[src/hdl/exec_pkg.sv]
// shared constants, encodings and carrier types of the compare/skip/arith execution unit
package exec_pkg;

   // widths
   localparam int DATA_W = 8;
   localparam int ADDR_W = 12;
   localparam int PC_W = 21;
   localparam int WORD_W = 16;
   localparam int BANK_W = 4;
   localparam int REG_ADDR_W = 4;

   // opcode prefixes, compared against the top bits of an instruction word
   localparam logic [6:0] OPC_COMPARE_GREATER = 7'h32;   // word[15:9]
   localparam logic [6:0] OPC_COMPARE_LESS = 7'h30;      // word[15:9]
   localparam logic [5:0] OPC_DECREMENT_FILE = 6'h01;    // word[15:10]
   localparam logic [5:0] OPC_DEC_SKIP_ZERO = 6'h0B;     // word[15:10]
   localparam logic [5:0] OPC_DEC_SKIP_NONZERO = 6'h13;  // word[15:10]
   localparam logic [5:0] OPC_INCREMENT_FILE = 6'h0A;    // word[15:10]
   localparam logic [15:0] OPC_DECIMAL_ADJUST = 16'h0007; // whole word
   localparam logic [7:0] OPC_JUMP_FIRST = 8'hEF;        // word[15:8]
   localparam logic [3:0] OPC_JUMP_SECOND = 4'hF;        // word[15:12]
   localparam logic [3:0] OPC_TWO_WORD_MOVE = 4'hC;      // word[15:12], two-word first word
   localparam logic [5:0] OPC_TWO_WORD_LONG = 6'h3B;     // word[15:10], two-word first word

   // instruction field positions
   localparam int ACCESS_BIT = 8;
   localparam int DEST_BIT = 9;

   // data address mapping
   localparam logic [7:0] ACCESS_SPLIT = 8'h60;          // low access half ends below this
   localparam logic [7:0] INDEXED_LIMIT = 8'h5F;         // highest literal offset
   localparam logic [3:0] ACCESS_HIGH_BANK = 4'hF;       // bank of the upper access half

   // arithmetic constants
   localparam logic [20:0] PC_STEP = 21'h000002;
   localparam logic [3:0] BCD_LIMIT = 4'h9;
   localparam logic [8:0] BCD_ADJ_LO = 9'h006;
   localparam logic [7:0] BCD_ADJ_HI = 8'h60;

   // register offsets
   localparam logic [3:0] REG_CTRL = 4'h0;
   localparam logic [3:0] REG_WORK = 4'h1;
   localparam logic [3:0] REG_FLAGS = 4'h2;
   localparam logic [3:0] REG_BANK = 4'h3;
   localparam logic [3:0] REG_INDEX_LO = 4'h4;
   localparam logic [3:0] REG_INDEX_HI = 4'h5;
   localparam logic [3:0] REG_PC_LO = 4'h6;
   localparam logic [3:0] REG_PC_MID = 4'h7;
   localparam logic [3:0] REG_PC_HI = 4'h8;
   localparam logic [3:0] REG_EXEC = 4'h9;

   // control register bit positions
   localparam int CTRL_EXT_BIT = 0;
   localparam int CTRL_RUN_BIT = 1;

   // quarter phases of one instruction cycle
   typedef enum logic [1:0] {PH_DECODE, PH_READ, PH_PROCESS, PH_WRITE} phase_t;

   // operations this unit executes
   typedef enum logic [3:0] {
      OP_NONE, OP_CMP_GT, OP_CMP_LT, OP_DAW, OP_DEC, OP_DEC_SZ, OP_DEC_SNZ, OP_INC,
      OP_JUMP_LO, OP_JUMP_HI
   } op_t;

   // status flags: c bit 0, digit carry 1, z 2, overflow 3, n 4
   typedef struct packed {
      logic n;
      logic overflow_flag;
      logic z;
      logic digit_carry_flag;
      logic c;
   } flags_t;

   // register port request
   typedef struct packed {
      logic wr;
      logic rd;
      logic [3:0] addr;
      logic [7:0] wdata;
   } bus_req_t;

   // data memory request
   typedef struct packed {
      logic rd;
      logic wr;
      logic [11:0] addr;
      logic [7:0] wdata;
   } dm_req_t;

   // whole state of the execution unit
   typedef struct packed {
      phase_t phase;
      op_t op;
      logic [15:0] ir;
      logic two_word;
      logic flush;
      logic jump_pend;
      logic [7:0] lit_lo;
      logic [20:0] program_counter;
      logic [7:0] working_register;
      flags_t flags;
      logic [3:0] bank_select_reg;
      logic [11:0] index_base;
      logic ext_en;
      logic run;
      logic [7:0] res;
      flags_t res_flags;
      logic skip;
      dm_req_t dm;
      logic [7:0] rdata;
   } state_t;

   localparam state_t STATE_RST = '0;

endpackage

[src/hdl/compare_skip_arith_exec.sv]
// execution unit for compare-skip, decimal adjust, step and absolute jump instructions
//
// The address-and-strobe port and the register offsets are this design's own decisions.
`timescale 1ns/1ns
module compare_skip_arith_exec (
   input wire logic ref_clk,
   input wire logic rst,
   input exec_pkg::bus_req_t bus_req,
   output logic [7:0] bus_rdata,
   output logic [20:0] prog_addr,
   input wire logic [15:0] prog_word,
   output exec_pkg::dm_req_t dm,
   input wire logic [7:0] dm_rdata
);

   exec_pkg::state_t s_q; // registered state
   exec_pkg::state_t s_d; // next state
   logic [11:0] file_addr; // resolved address of the word being decoded
   logic [7:0] step_res; // step result
   exec_pkg::flags_t step_flags; // step flags
   logic step_down; // step direction

   // classify an instruction word; a pending jump takes the word as its second half
   function automatic exec_pkg::op_t decode_op(input logic [15:0] w, input logic hi_pend);
      exec_pkg::op_t op;
      op = exec_pkg::OP_NONE;
      if (hi_pend) begin
         if (w[15:12] == exec_pkg::OPC_JUMP_SECOND) begin
            op = exec_pkg::OP_JUMP_HI;
         end
      end else if (w[15:9] == exec_pkg::OPC_COMPARE_GREATER) begin
         op = exec_pkg::OP_CMP_GT;
      end else if (w[15:9] == exec_pkg::OPC_COMPARE_LESS) begin
         op = exec_pkg::OP_CMP_LT;
      end else if (w == exec_pkg::OPC_DECIMAL_ADJUST) begin
         op = exec_pkg::OP_DAW;
      end else if (w[15:10] == exec_pkg::OPC_DECREMENT_FILE) begin
         op = exec_pkg::OP_DEC;
      end else if (w[15:10] == exec_pkg::OPC_DEC_SKIP_ZERO) begin
         op = exec_pkg::OP_DEC_SZ;
      end else if (w[15:10] == exec_pkg::OPC_DEC_SKIP_NONZERO) begin
         op = exec_pkg::OP_DEC_SNZ;
      end else if (w[15:10] == exec_pkg::OPC_INCREMENT_FILE) begin
         op = exec_pkg::OP_INC;
      end else if (w[15:8] == exec_pkg::OPC_JUMP_FIRST) begin
         op = exec_pkg::OP_JUMP_LO;
      end
      return op;
   endfunction

   // true for the first word of a two-word move or long instruction, the jump's first word included
   function automatic logic is_two_word(input logic [15:0] w);
      return (w[15:12] == exec_pkg::OPC_TWO_WORD_MOVE) ||
             (w[15:10] == exec_pkg::OPC_TWO_WORD_LONG);
   endfunction

   // operations that read a file register
   function automatic logic reads_file(input exec_pkg::op_t op);
      return (op == exec_pkg::OP_CMP_GT) || (op == exec_pkg::OP_CMP_LT) ||
             (op == exec_pkg::OP_DEC) || (op == exec_pkg::OP_DEC_SZ) ||
             (op == exec_pkg::OP_DEC_SNZ) || (op == exec_pkg::OP_INC);
   endfunction

   // operations that produce a stepped result with a destination
   function automatic logic steps(input exec_pkg::op_t op);
      return (op == exec_pkg::OP_DEC) || (op == exec_pkg::OP_DEC_SZ) ||
             (op == exec_pkg::OP_DEC_SNZ) || (op == exec_pkg::OP_INC);
   endfunction

   // file address of the word on the fetch port
   file_addr_map u_addr (
      .f(prog_word[7:0]),
      .access(prog_word[exec_pkg::ACCESS_BIT]),
      .bank_select_reg(s_q.bank_select_reg),
      .ext_en(s_q.ext_en),
      .index_base(s_q.index_base),
      .addr(file_addr)
   );

   assign step_down = (s_q.op != exec_pkg::OP_INC);

   // one step unit serves both directions
   step_alu u_step (
      .operand(dm_rdata),
      .down(step_down),
      .result(step_res),
      .flags(step_flags)
   );

   // outputs straight from state flops
   assign prog_addr = s_q.program_counter;
   assign dm = s_q.dm;
   assign bus_rdata = s_q.rdata;

   // next state: instruction sequencing, then the register port
   always_comb begin
      logic [8:0] adj_lo;
      logic hi_adj;
      exec_pkg::op_t next_op;
      adj_lo = 9'h000;
      hi_adj = 1'b0;
      next_op = exec_pkg::OP_NONE;
      s_d = s_q;
      s_d.rdata = 8'h00;
      s_d.dm.rd = 1'b0;
      s_d.dm.wr = 1'b0;
      if (s_q.run) begin
         case (s_q.phase)
            // first quarter: decode, issue operand read
            exec_pkg::PH_DECODE: begin
               next_op = decode_op(prog_word, s_q.jump_pend);
               s_d.ir = prog_word;
               s_d.two_word = is_two_word(prog_word);
               // a flushed word executes as no-operation
               s_d.op = s_q.flush ? exec_pkg::OP_NONE : next_op;
               s_d.dm.addr = file_addr;
               s_d.dm.rd = !s_q.flush && reads_file(next_op);
               s_d.skip = 1'b0;
               s_d.phase = exec_pkg::PH_READ;
            end
            // second quarter: data memory read in flight
            exec_pkg::PH_READ: begin
               s_d.phase = exec_pkg::PH_PROCESS;
            end
            // third quarter: process operand, prepare file write
            exec_pkg::PH_PROCESS: begin
               s_d.res = step_res;
               s_d.res_flags = s_q.flags;
               case (s_q.op)
                  exec_pkg::OP_CMP_GT: begin
                     s_d.skip = (dm_rdata > s_q.working_register);
                  end
                  exec_pkg::OP_CMP_LT: begin
                     s_d.skip = (dm_rdata < s_q.working_register);
                  end
                  exec_pkg::OP_DEC: begin
                     s_d.res_flags = step_flags;
                  end
                  exec_pkg::OP_INC: begin
                     s_d.res_flags = step_flags;
                  end
                  exec_pkg::OP_DEC_SZ: begin
                     s_d.skip = (step_res == 8'h00);
                  end
                  exec_pkg::OP_DEC_SNZ: begin
                     s_d.skip = (step_res != 8'h00);
                  end
                  exec_pkg::OP_DAW: begin
                     // low nibble first, its carry may push the high nibble over
                     if ((s_q.working_register[3:0] > exec_pkg::BCD_LIMIT) ||
                         s_q.flags.digit_carry_flag) begin
                        adj_lo = {1'b0, s_q.working_register} + exec_pkg::BCD_ADJ_LO;
                     end else begin
                        adj_lo = {1'b0, s_q.working_register};
                     end
                     hi_adj = adj_lo[8] || (adj_lo[7:4] > exec_pkg::BCD_LIMIT) || s_q.flags.c;
                     if (hi_adj) begin
                        s_d.res = adj_lo[7:0] + exec_pkg::BCD_ADJ_HI;
                        s_d.res_flags.c = 1'b1;
                     end else begin
                        s_d.res = adj_lo[7:0];
                     end
                  end
                  default: begin
                     s_d.res = step_res;
                  end
               endcase
               // file destination written during the fourth quarter
               s_d.dm.wr = steps(s_q.op) && s_q.ir[exec_pkg::DEST_BIT];
               s_d.dm.wdata = step_res;
               s_d.phase = exec_pkg::PH_WRITE;
            end
            // fourth quarter: destination, flags and program counter
            exec_pkg::PH_WRITE: begin
               if (steps(s_q.op) && !s_q.ir[exec_pkg::DEST_BIT]) begin
                  s_d.working_register = s_q.res;
               end
               if (s_q.op == exec_pkg::OP_DAW) begin
                  s_d.working_register = s_q.res;
               end
               // skip forms and compares leave flags alone
               if ((s_q.op == exec_pkg::OP_DEC) || (s_q.op == exec_pkg::OP_INC) ||
                   (s_q.op == exec_pkg::OP_DAW)) begin
                  s_d.flags = s_q.res_flags;
               end
               if (s_q.op == exec_pkg::OP_JUMP_HI) begin
                  s_d.program_counter = {s_q.ir[11:0], s_q.lit_lo, 1'b0};
               end else begin
                  s_d.program_counter = s_q.program_counter + exec_pkg::PC_STEP;
               end
               s_d.jump_pend = (s_q.op == exec_pkg::OP_JUMP_LO);
               if (s_q.op == exec_pkg::OP_JUMP_LO) begin
                  s_d.lit_lo = s_q.ir[7:0];
               end
               // a skip flushes one word; a flushed two-word first word flushes its tail
               s_d.flush = s_q.skip || (s_q.flush && s_q.two_word);
               s_d.phase = exec_pkg::PH_DECODE;
            end
            default: begin
               s_d.phase = exec_pkg::PH_DECODE;
            end
         endcase
      end
      // register port writes override the sequencer in the same cycle
      if (bus_req.wr) begin
         if (bus_req.addr == exec_pkg::REG_CTRL) begin
            s_d.ext_en = bus_req.wdata[exec_pkg::CTRL_EXT_BIT];
            s_d.run = bus_req.wdata[exec_pkg::CTRL_RUN_BIT];
         end else if (bus_req.addr == exec_pkg::REG_WORK) begin
            s_d.working_register = bus_req.wdata;
         end else if (bus_req.addr == exec_pkg::REG_FLAGS) begin
            s_d.flags = bus_req.wdata[4:0];
         end else if (bus_req.addr == exec_pkg::REG_BANK) begin
            s_d.bank_select_reg = bus_req.wdata[3:0];
         end else if (bus_req.addr == exec_pkg::REG_INDEX_LO) begin
            s_d.index_base[7:0] = bus_req.wdata;
         end else if (bus_req.addr == exec_pkg::REG_INDEX_HI) begin
            s_d.index_base[11:8] = bus_req.wdata[3:0];
         end else if (bus_req.addr == exec_pkg::REG_PC_LO) begin
            // bit 0 of the counter is always zero
            s_d.program_counter[7:0] = {bus_req.wdata[7:1], 1'b0};
         end else if (bus_req.addr == exec_pkg::REG_PC_MID) begin
            s_d.program_counter[15:8] = bus_req.wdata;
         end else if (bus_req.addr == exec_pkg::REG_PC_HI) begin
            s_d.program_counter[20:16] = bus_req.wdata[4:0];
         end
      end
      // register port reads: data in the following cycle only
      if (bus_req.rd) begin
         if (bus_req.addr == exec_pkg::REG_CTRL) begin
            s_d.rdata = {6'h00, s_q.run, s_q.ext_en};
         end else if (bus_req.addr == exec_pkg::REG_WORK) begin
            s_d.rdata = s_q.working_register;
         end else if (bus_req.addr == exec_pkg::REG_FLAGS) begin
            s_d.rdata = {3'h0, s_q.flags};
         end else if (bus_req.addr == exec_pkg::REG_BANK) begin
            s_d.rdata = {4'h0, s_q.bank_select_reg};
         end else if (bus_req.addr == exec_pkg::REG_INDEX_LO) begin
            s_d.rdata = s_q.index_base[7:0];
         end else if (bus_req.addr == exec_pkg::REG_INDEX_HI) begin
            s_d.rdata = {4'h0, s_q.index_base[11:8]};
         end else if (bus_req.addr == exec_pkg::REG_PC_LO) begin
            s_d.rdata = s_q.program_counter[7:0];
         end else if (bus_req.addr == exec_pkg::REG_PC_MID) begin
            s_d.rdata = s_q.program_counter[15:8];
         end else if (bus_req.addr == exec_pkg::REG_PC_HI) begin
            s_d.rdata = {3'h0, s_q.program_counter[20:16]};
         end else if (bus_req.addr == exec_pkg::REG_EXEC) begin
            s_d.rdata = {s_q.flush, s_q.jump_pend, s_q.skip, 3'h0, s_q.phase};
         end else begin
            s_d.rdata = 8'h00;
         end
      end
   end

   // state register with synchronous reset
   always_ff @(posedge ref_clk) begin
      if (rst) begin
         s_q <= exec_pkg::STATE_RST;
      end else begin
         s_q <= s_d;
      end
   end

endmodule

[src/hdl/file_addr_map.sv]
// maps an 8-bit file field to a 12-bit data memory address
`timescale 1ns/1ns
module file_addr_map (
   input wire logic [7:0] f,
   input wire logic access,
   input wire logic [3:0] bank_select_reg,
   input wire logic ext_en,
   input wire logic [11:0] index_base,
   output logic [11:0] addr
);

   // bank select, indexed literal offset, or the split access bank
   always_comb begin
      if (access) begin
         addr = {bank_select_reg, f};
      end else if (ext_en && (f <= exec_pkg::INDEXED_LIMIT)) begin
         addr = index_base + {4'h0, f};
      end else if (f < exec_pkg::ACCESS_SPLIT) begin
         addr = {4'h0, f};
      end else begin
         addr = {exec_pkg::ACCESS_HIGH_BANK, f};
      end
   end

endmodule

[src/hdl/step_alu.sv]
// adds or subtracts one and derives the five status flags
`timescale 1ns/1ns
module step_alu (
   input wire logic [7:0] operand,
   input wire logic down,
   output logic [7:0] result,
   output exec_pkg::flags_t flags
);

   // plus one, or minus one as plus all ones
   always_comb begin
      result = down ? (operand - 8'h01) : (operand + 8'h01);
      flags.n = result[7];
      flags.z = (result == 8'h00);
      if (down) begin
         // carry means no borrow out of the byte or nibble
         flags.c = (operand != 8'h00);
         flags.digit_carry_flag = (operand[3:0] != 4'h0);
         flags.overflow_flag = (operand == 8'h80);
      end else begin
         flags.c = (operand == 8'hFF);
         flags.digit_carry_flag = (operand[3:0] == 4'hF);
         flags.overflow_flag = (operand == 8'h7F);
      end
   end

endmodule

[config.mk]
export PLATFORM = sky130hd
export DESIGN_NAME = compare_skip_arith_exec
export DESIGN_NICKNAME = d
export VERILOG_FILES = /design/src/hdl/exec_pkg.sv /design/src/hdl/compare_skip_arith_exec.sv /design/src/hdl/file_addr_map.sv /design/src/hdl/step_alu.sv
export SDC_FILE = /design/constraint.sdc
export NUM_CORES = 1
export LEC_CHECK = 0
export BUFFER_PORTS_ARGS = -buffer_cell sky130_fd_sc_hd__buf_2
export CAP_MARGIN = 10
export CORE_MARGIN = 4
export CORE_UTILIZATION = 60
export DETAILED_ROUTE_END_ITERATION = 6
export GPL_ROUTABILITY_DRIVEN = 0
export GPL_TIMING_DRIVEN = 0
export HOLD_SLACK_MARGIN = 0.03
export PLACE_DENSITY = 0.88
export SLEW_MARGIN = 20
export SYNTH_ARGS = -nofsm -noshare
export SYNTH_HDL_FRONTEND = slang
export SYNTH_SLANG_ARGS = --single-unit
[constraint.sdc]
create_clock -name ref_clk -period 4 [get_ports ref_clk]
set_clock_uncertainty 0.15 [all_clocks]
set_input_delay 0.6 -clock ref_clk [delete_from_list [all_inputs] [get_ports ref_clk]]
set_output_delay 0.6 -clock ref_clk [all_outputs]
set_load 0.1 [all_outputs]
==> run metrics <==
H-tree Lvls=4; all-layer global routing usage=34.94%; Leak=approximately 3.5 nW; CP Data Required Time=4.21 ns; CTS Buf Count=17; nets@finish=1232; die width=123.7 um; CTS max path bufs=2; largest net degree at the start of global routing=17; Avg Vias per Cell=6.474; Initial Utilization=60.91%; Synth cell types=72; synthesized area=8034 um^2; Pre-antenna DRT Iters=7; WL final=~27000 um; core area=13190 um^2; min Tclk post-route=3.794 ns; CP Max Fanout=13; hold depth=2; IO Count=91; via count=8733; Port-buffer cells=83; syn_area_per_cell=7.594 um^2; clk_lat worst skew=0.43 ns; Overflow after GRT=0; YS warnings=0; Rows=42; Slew @ Worst Pin=between 0.8 and 0.9 ns; reg2reg start=s_q[123]$_SDFFE_PP0P_; R2R depth=11; Detailed Place HPWL=between 15000 and 20000 um; CP Capture Type=flop; nets in the synthesized netlist=1130; final hold slack=0.3059 ns; maximum VDD drop=310.1 uV; CP Class=reg2reg; ratio of cells with drive above 1 in the final layout=15.94%; DP Worst Slack=around 0.36 ns; part of the cycle the worst path needs=94.86%; area of the multi-input gates=4778 um^2; Clock Tree Root=clkbuf_16; first-pass GRT wire length=41610 um; HP Start=dm[1]$_SDFFE_PP0P_; maximum clock rate=0.2635 GHz; reg2reg setup slack=0.21 ns; Critical Path AT=approximately 4 ns; P&R area growth vs syn=15.34%; clock sinks=125; wire length per cell=roughly 20 um; post-route setup slack=0.2056 ns; post_cts resized=0; # placed instances=1317; drt drc=16; n_diodes=0; Slew headroom=45.96%; post-cts hold buffer count=0; end of the worst register-to-register path=s_q[33]$_SDFFE_PP0P_; RSZ-0062 raised after global routing=false; clk slew on worst S/H paths=0.06 ns; Sum Neg Setup Slack=0 ns; type of origin of the critical path=flop; initial DRC count=1129; Overall Power=about 0.0032 W; TritonCTS clock tree=done; antenna violations before repair=0; failing checks=design-rule violations; power per cell area=346.4 nW/um^2; vias in the first global route=8163; EDFF count, synth=0; Die Y=123.7 um; Final setup violation count=0; number of setup buffers added after CTS=0; Final Hold Vio Count=0; outcome=finished with violations; asr flop ratio synth=0%; Layout fillers=1099; maximum capacitance violations=0; Most used DFF post-synth=dfxtp_1; FF/Latch Area=about 2500 um^2; #FFs+latches synth=125; Gate Count Post-Synth=between 1000 and 1500; die footprint=around 15000 um^2; max-slew violations=0; Routed Antenna Nets=0; Hold Crit Class=reg2reg; hold endpoint=dm[1]$_SDFFE_PP0P_; sequential share of the synthesized area=31.15%; Layout Cells excl Fill=1349
==> synthesized netlist by cell type, types with 3 or more instances <==
| library cell | number | area share [%] |
|---|---|---|
| o211ai_1 | 18 | 1.7 |
| a32o_1 | 3 | 0.37 |
| or3_1 | 4 | 0.31 |
| a31oi_1 | 24 | 1.9 |
| a21o_1 | 4 | 0.37 |
| nor2_1 | 127 | 5.9 |
| dfxtp_1 | 125 | 31 |
| nand4_1 | 10 | 0.78 |
| buf_1 | 5 | 0.23 |
| nor2b_1 | 17 | 1.3 |
| inv_1 | 23 | 1.1 |
| a22o_1 | 3 | 0.33 |
| nor4b_1 | 3 | 0.33 |
| a211oi_1 | 32 | 3.0 |
| ha_1 | 30 | 4.7 |
| and3_1 | 10 | 0.78 |
| o21a_1 | 6 | 0.56 |
| a311oi_1 | 5 | 0.55 |
| and2_1 | 6 | 0.47 |
| xor2_1 | 5 | 0.55 |
| nor4_1 | 10 | 0.78 |
| nor3_1 | 26 | 1.6 |
| a21oi_1 | 104 | 6.5 |
| xnor2_1 | 14 | 1.5 |
| mux2i_1 | 36 | 4.5 |
| o21ai_1 | 3 | 0.19 |
| o22ai_1 | 4 | 0.31 |
| o31ai_1 | 3 | 0.28 |
| clkbuf_1 | 57 | 2.7 |
| buf_4 | 54 | 5.0 |
| buf_2 | 5 | 0.31 |
| o21ai_2 | 3 | 0.33 |
| o32a_1 | 3 | 0.37 |
| nand2_1 | 116 | 5.4 |
| nand3_1 | 41 | 2.6 |
| mux2_2 | 5 | 0.70 |
| o21ai_0 | 44 | 2.7 |
| o221ai_1 | 9 | 0.98 |
| a22oi_1 | 10 | 0.93 |
| a221oi_1 | 5 | 0.55 |
| nand2b_1 | 4 | 0.31 |
| nor3b_1 | 3 | 0.28 |
==> critical path, stage by stage, from the launching register on <==
cell and delay, ns:
dfxtp_1 0.30, buf_2 0.19, nor2b_1 0.28, nand3_1 0.46, fa_1 0.60, a211oi_1 0.32
nor2_1 0.10, xor2_1 0.20, or4b_1 0.53, nor4_1 0.33, a21oi_1 0.09, a21oi_1 0.16
==> state kept, by name, indices dropped and copies added, names as in the netlist <==
name	cells
s_q	74
prog_addr	21
bus_rdata	8
dm	22
==> worst max-delay path by stage <==
stage	startpoint	end	slack [ns]	cells after the start
final	s_q[123]$_SDFFE_PP0P_	s_q[33]$_SDFFE_PP0P_	0.21	11
after global routing	s_q[123]$_SDFFE_PP0P_	s_q[30]$_SDFFE_PP0P_	0.01	11
after CTS	s_q[123]$_SDFFE_PP0P_	s_q[30]$_SDFFE_PP0P_	0.34	11
after detailed placement	s_q[123]$_SDFFE_PP0P_	s_q[30]$_SDFFE_PP0P_	0.36	11
after global placement	s_q[123]$_SDFFE_PP0P_	s_q[30]$_SDFFE_PP0P_	0.39	11
after floorplan	s_q[123]$_SDFFE_PP0P_	s_q[30]$_SDFFE_PP0P_	0.75	11
==> routing by layer <==
layer  up-vias  wire length [um]  global-route usage (%)
met2       566             12150                   55.73
li1       3981                 -                       -
met1      4000              9543                   41.32
met5         -                 0                       0
met3       186              2949                   8.856
met4         0              1877                   23.53
==> stage by stage <==
stage	area (um^2)	utilization, %
2_1_floorplan	8034	-
3_3_place_gp	8670	65.73
3_5_place_dp	8670	65.73
4_1_cts	9266	70.25
5_1_grt	9266	70.25
6_report	9266	70.25
==> layout make-up <==
type	instances	area share, %
inverters	24	0.9722
clock inverters	6	1.161
flip-flops and latches	125	27.01
multi-input cells	788	51.57
clock buffers	26	5.279
well taps	176	2.376
repair buffers	83	4.483
plain buffers	121	7.156
==> power by group <==
part,switching (W),internal [W]
clock,0.000540,0.00103
combinational,0.000257,0.000105
sequential,0.0000201,0.00126
total,0.000817,0.00239
==> cells in the final DEF (no fill, tap or decap), drive strengths merged, types with 9 or more instances in the layout <==
cell,netlist,layout
xnor2,14,14
clkbuf,57,83
nand4,10,10
o221ai,9,9
dfxtp,125,125
ha,30,30
a31oi,24,24
nor2b,17,17
nand2,116,116
nand3,42,42
nor2,128,128
inv,23,23
nor4,10,10
a22oi,10,10
a211oi,32,32
buf,64,147
a21oi,106,106
o21ai,50,50
o211ai,18,18
nor3,27,27
and3,10,10
mux2i,36,36
==> cell families after synthesis <==
group	Yosys count	share of synthesized area, %
buffers and inverters	145	9.375
multiplexers	41	5.186
AND/OR/NAND/NOR	390	22.32
AO/OA/AOI/OAI	306	24.73
XOR/XNOR	19	2.071
flip-flops	125	31.15
adder cells (fa/ha/maj)	32	5.171
Power figures use the tool's default switching activity.
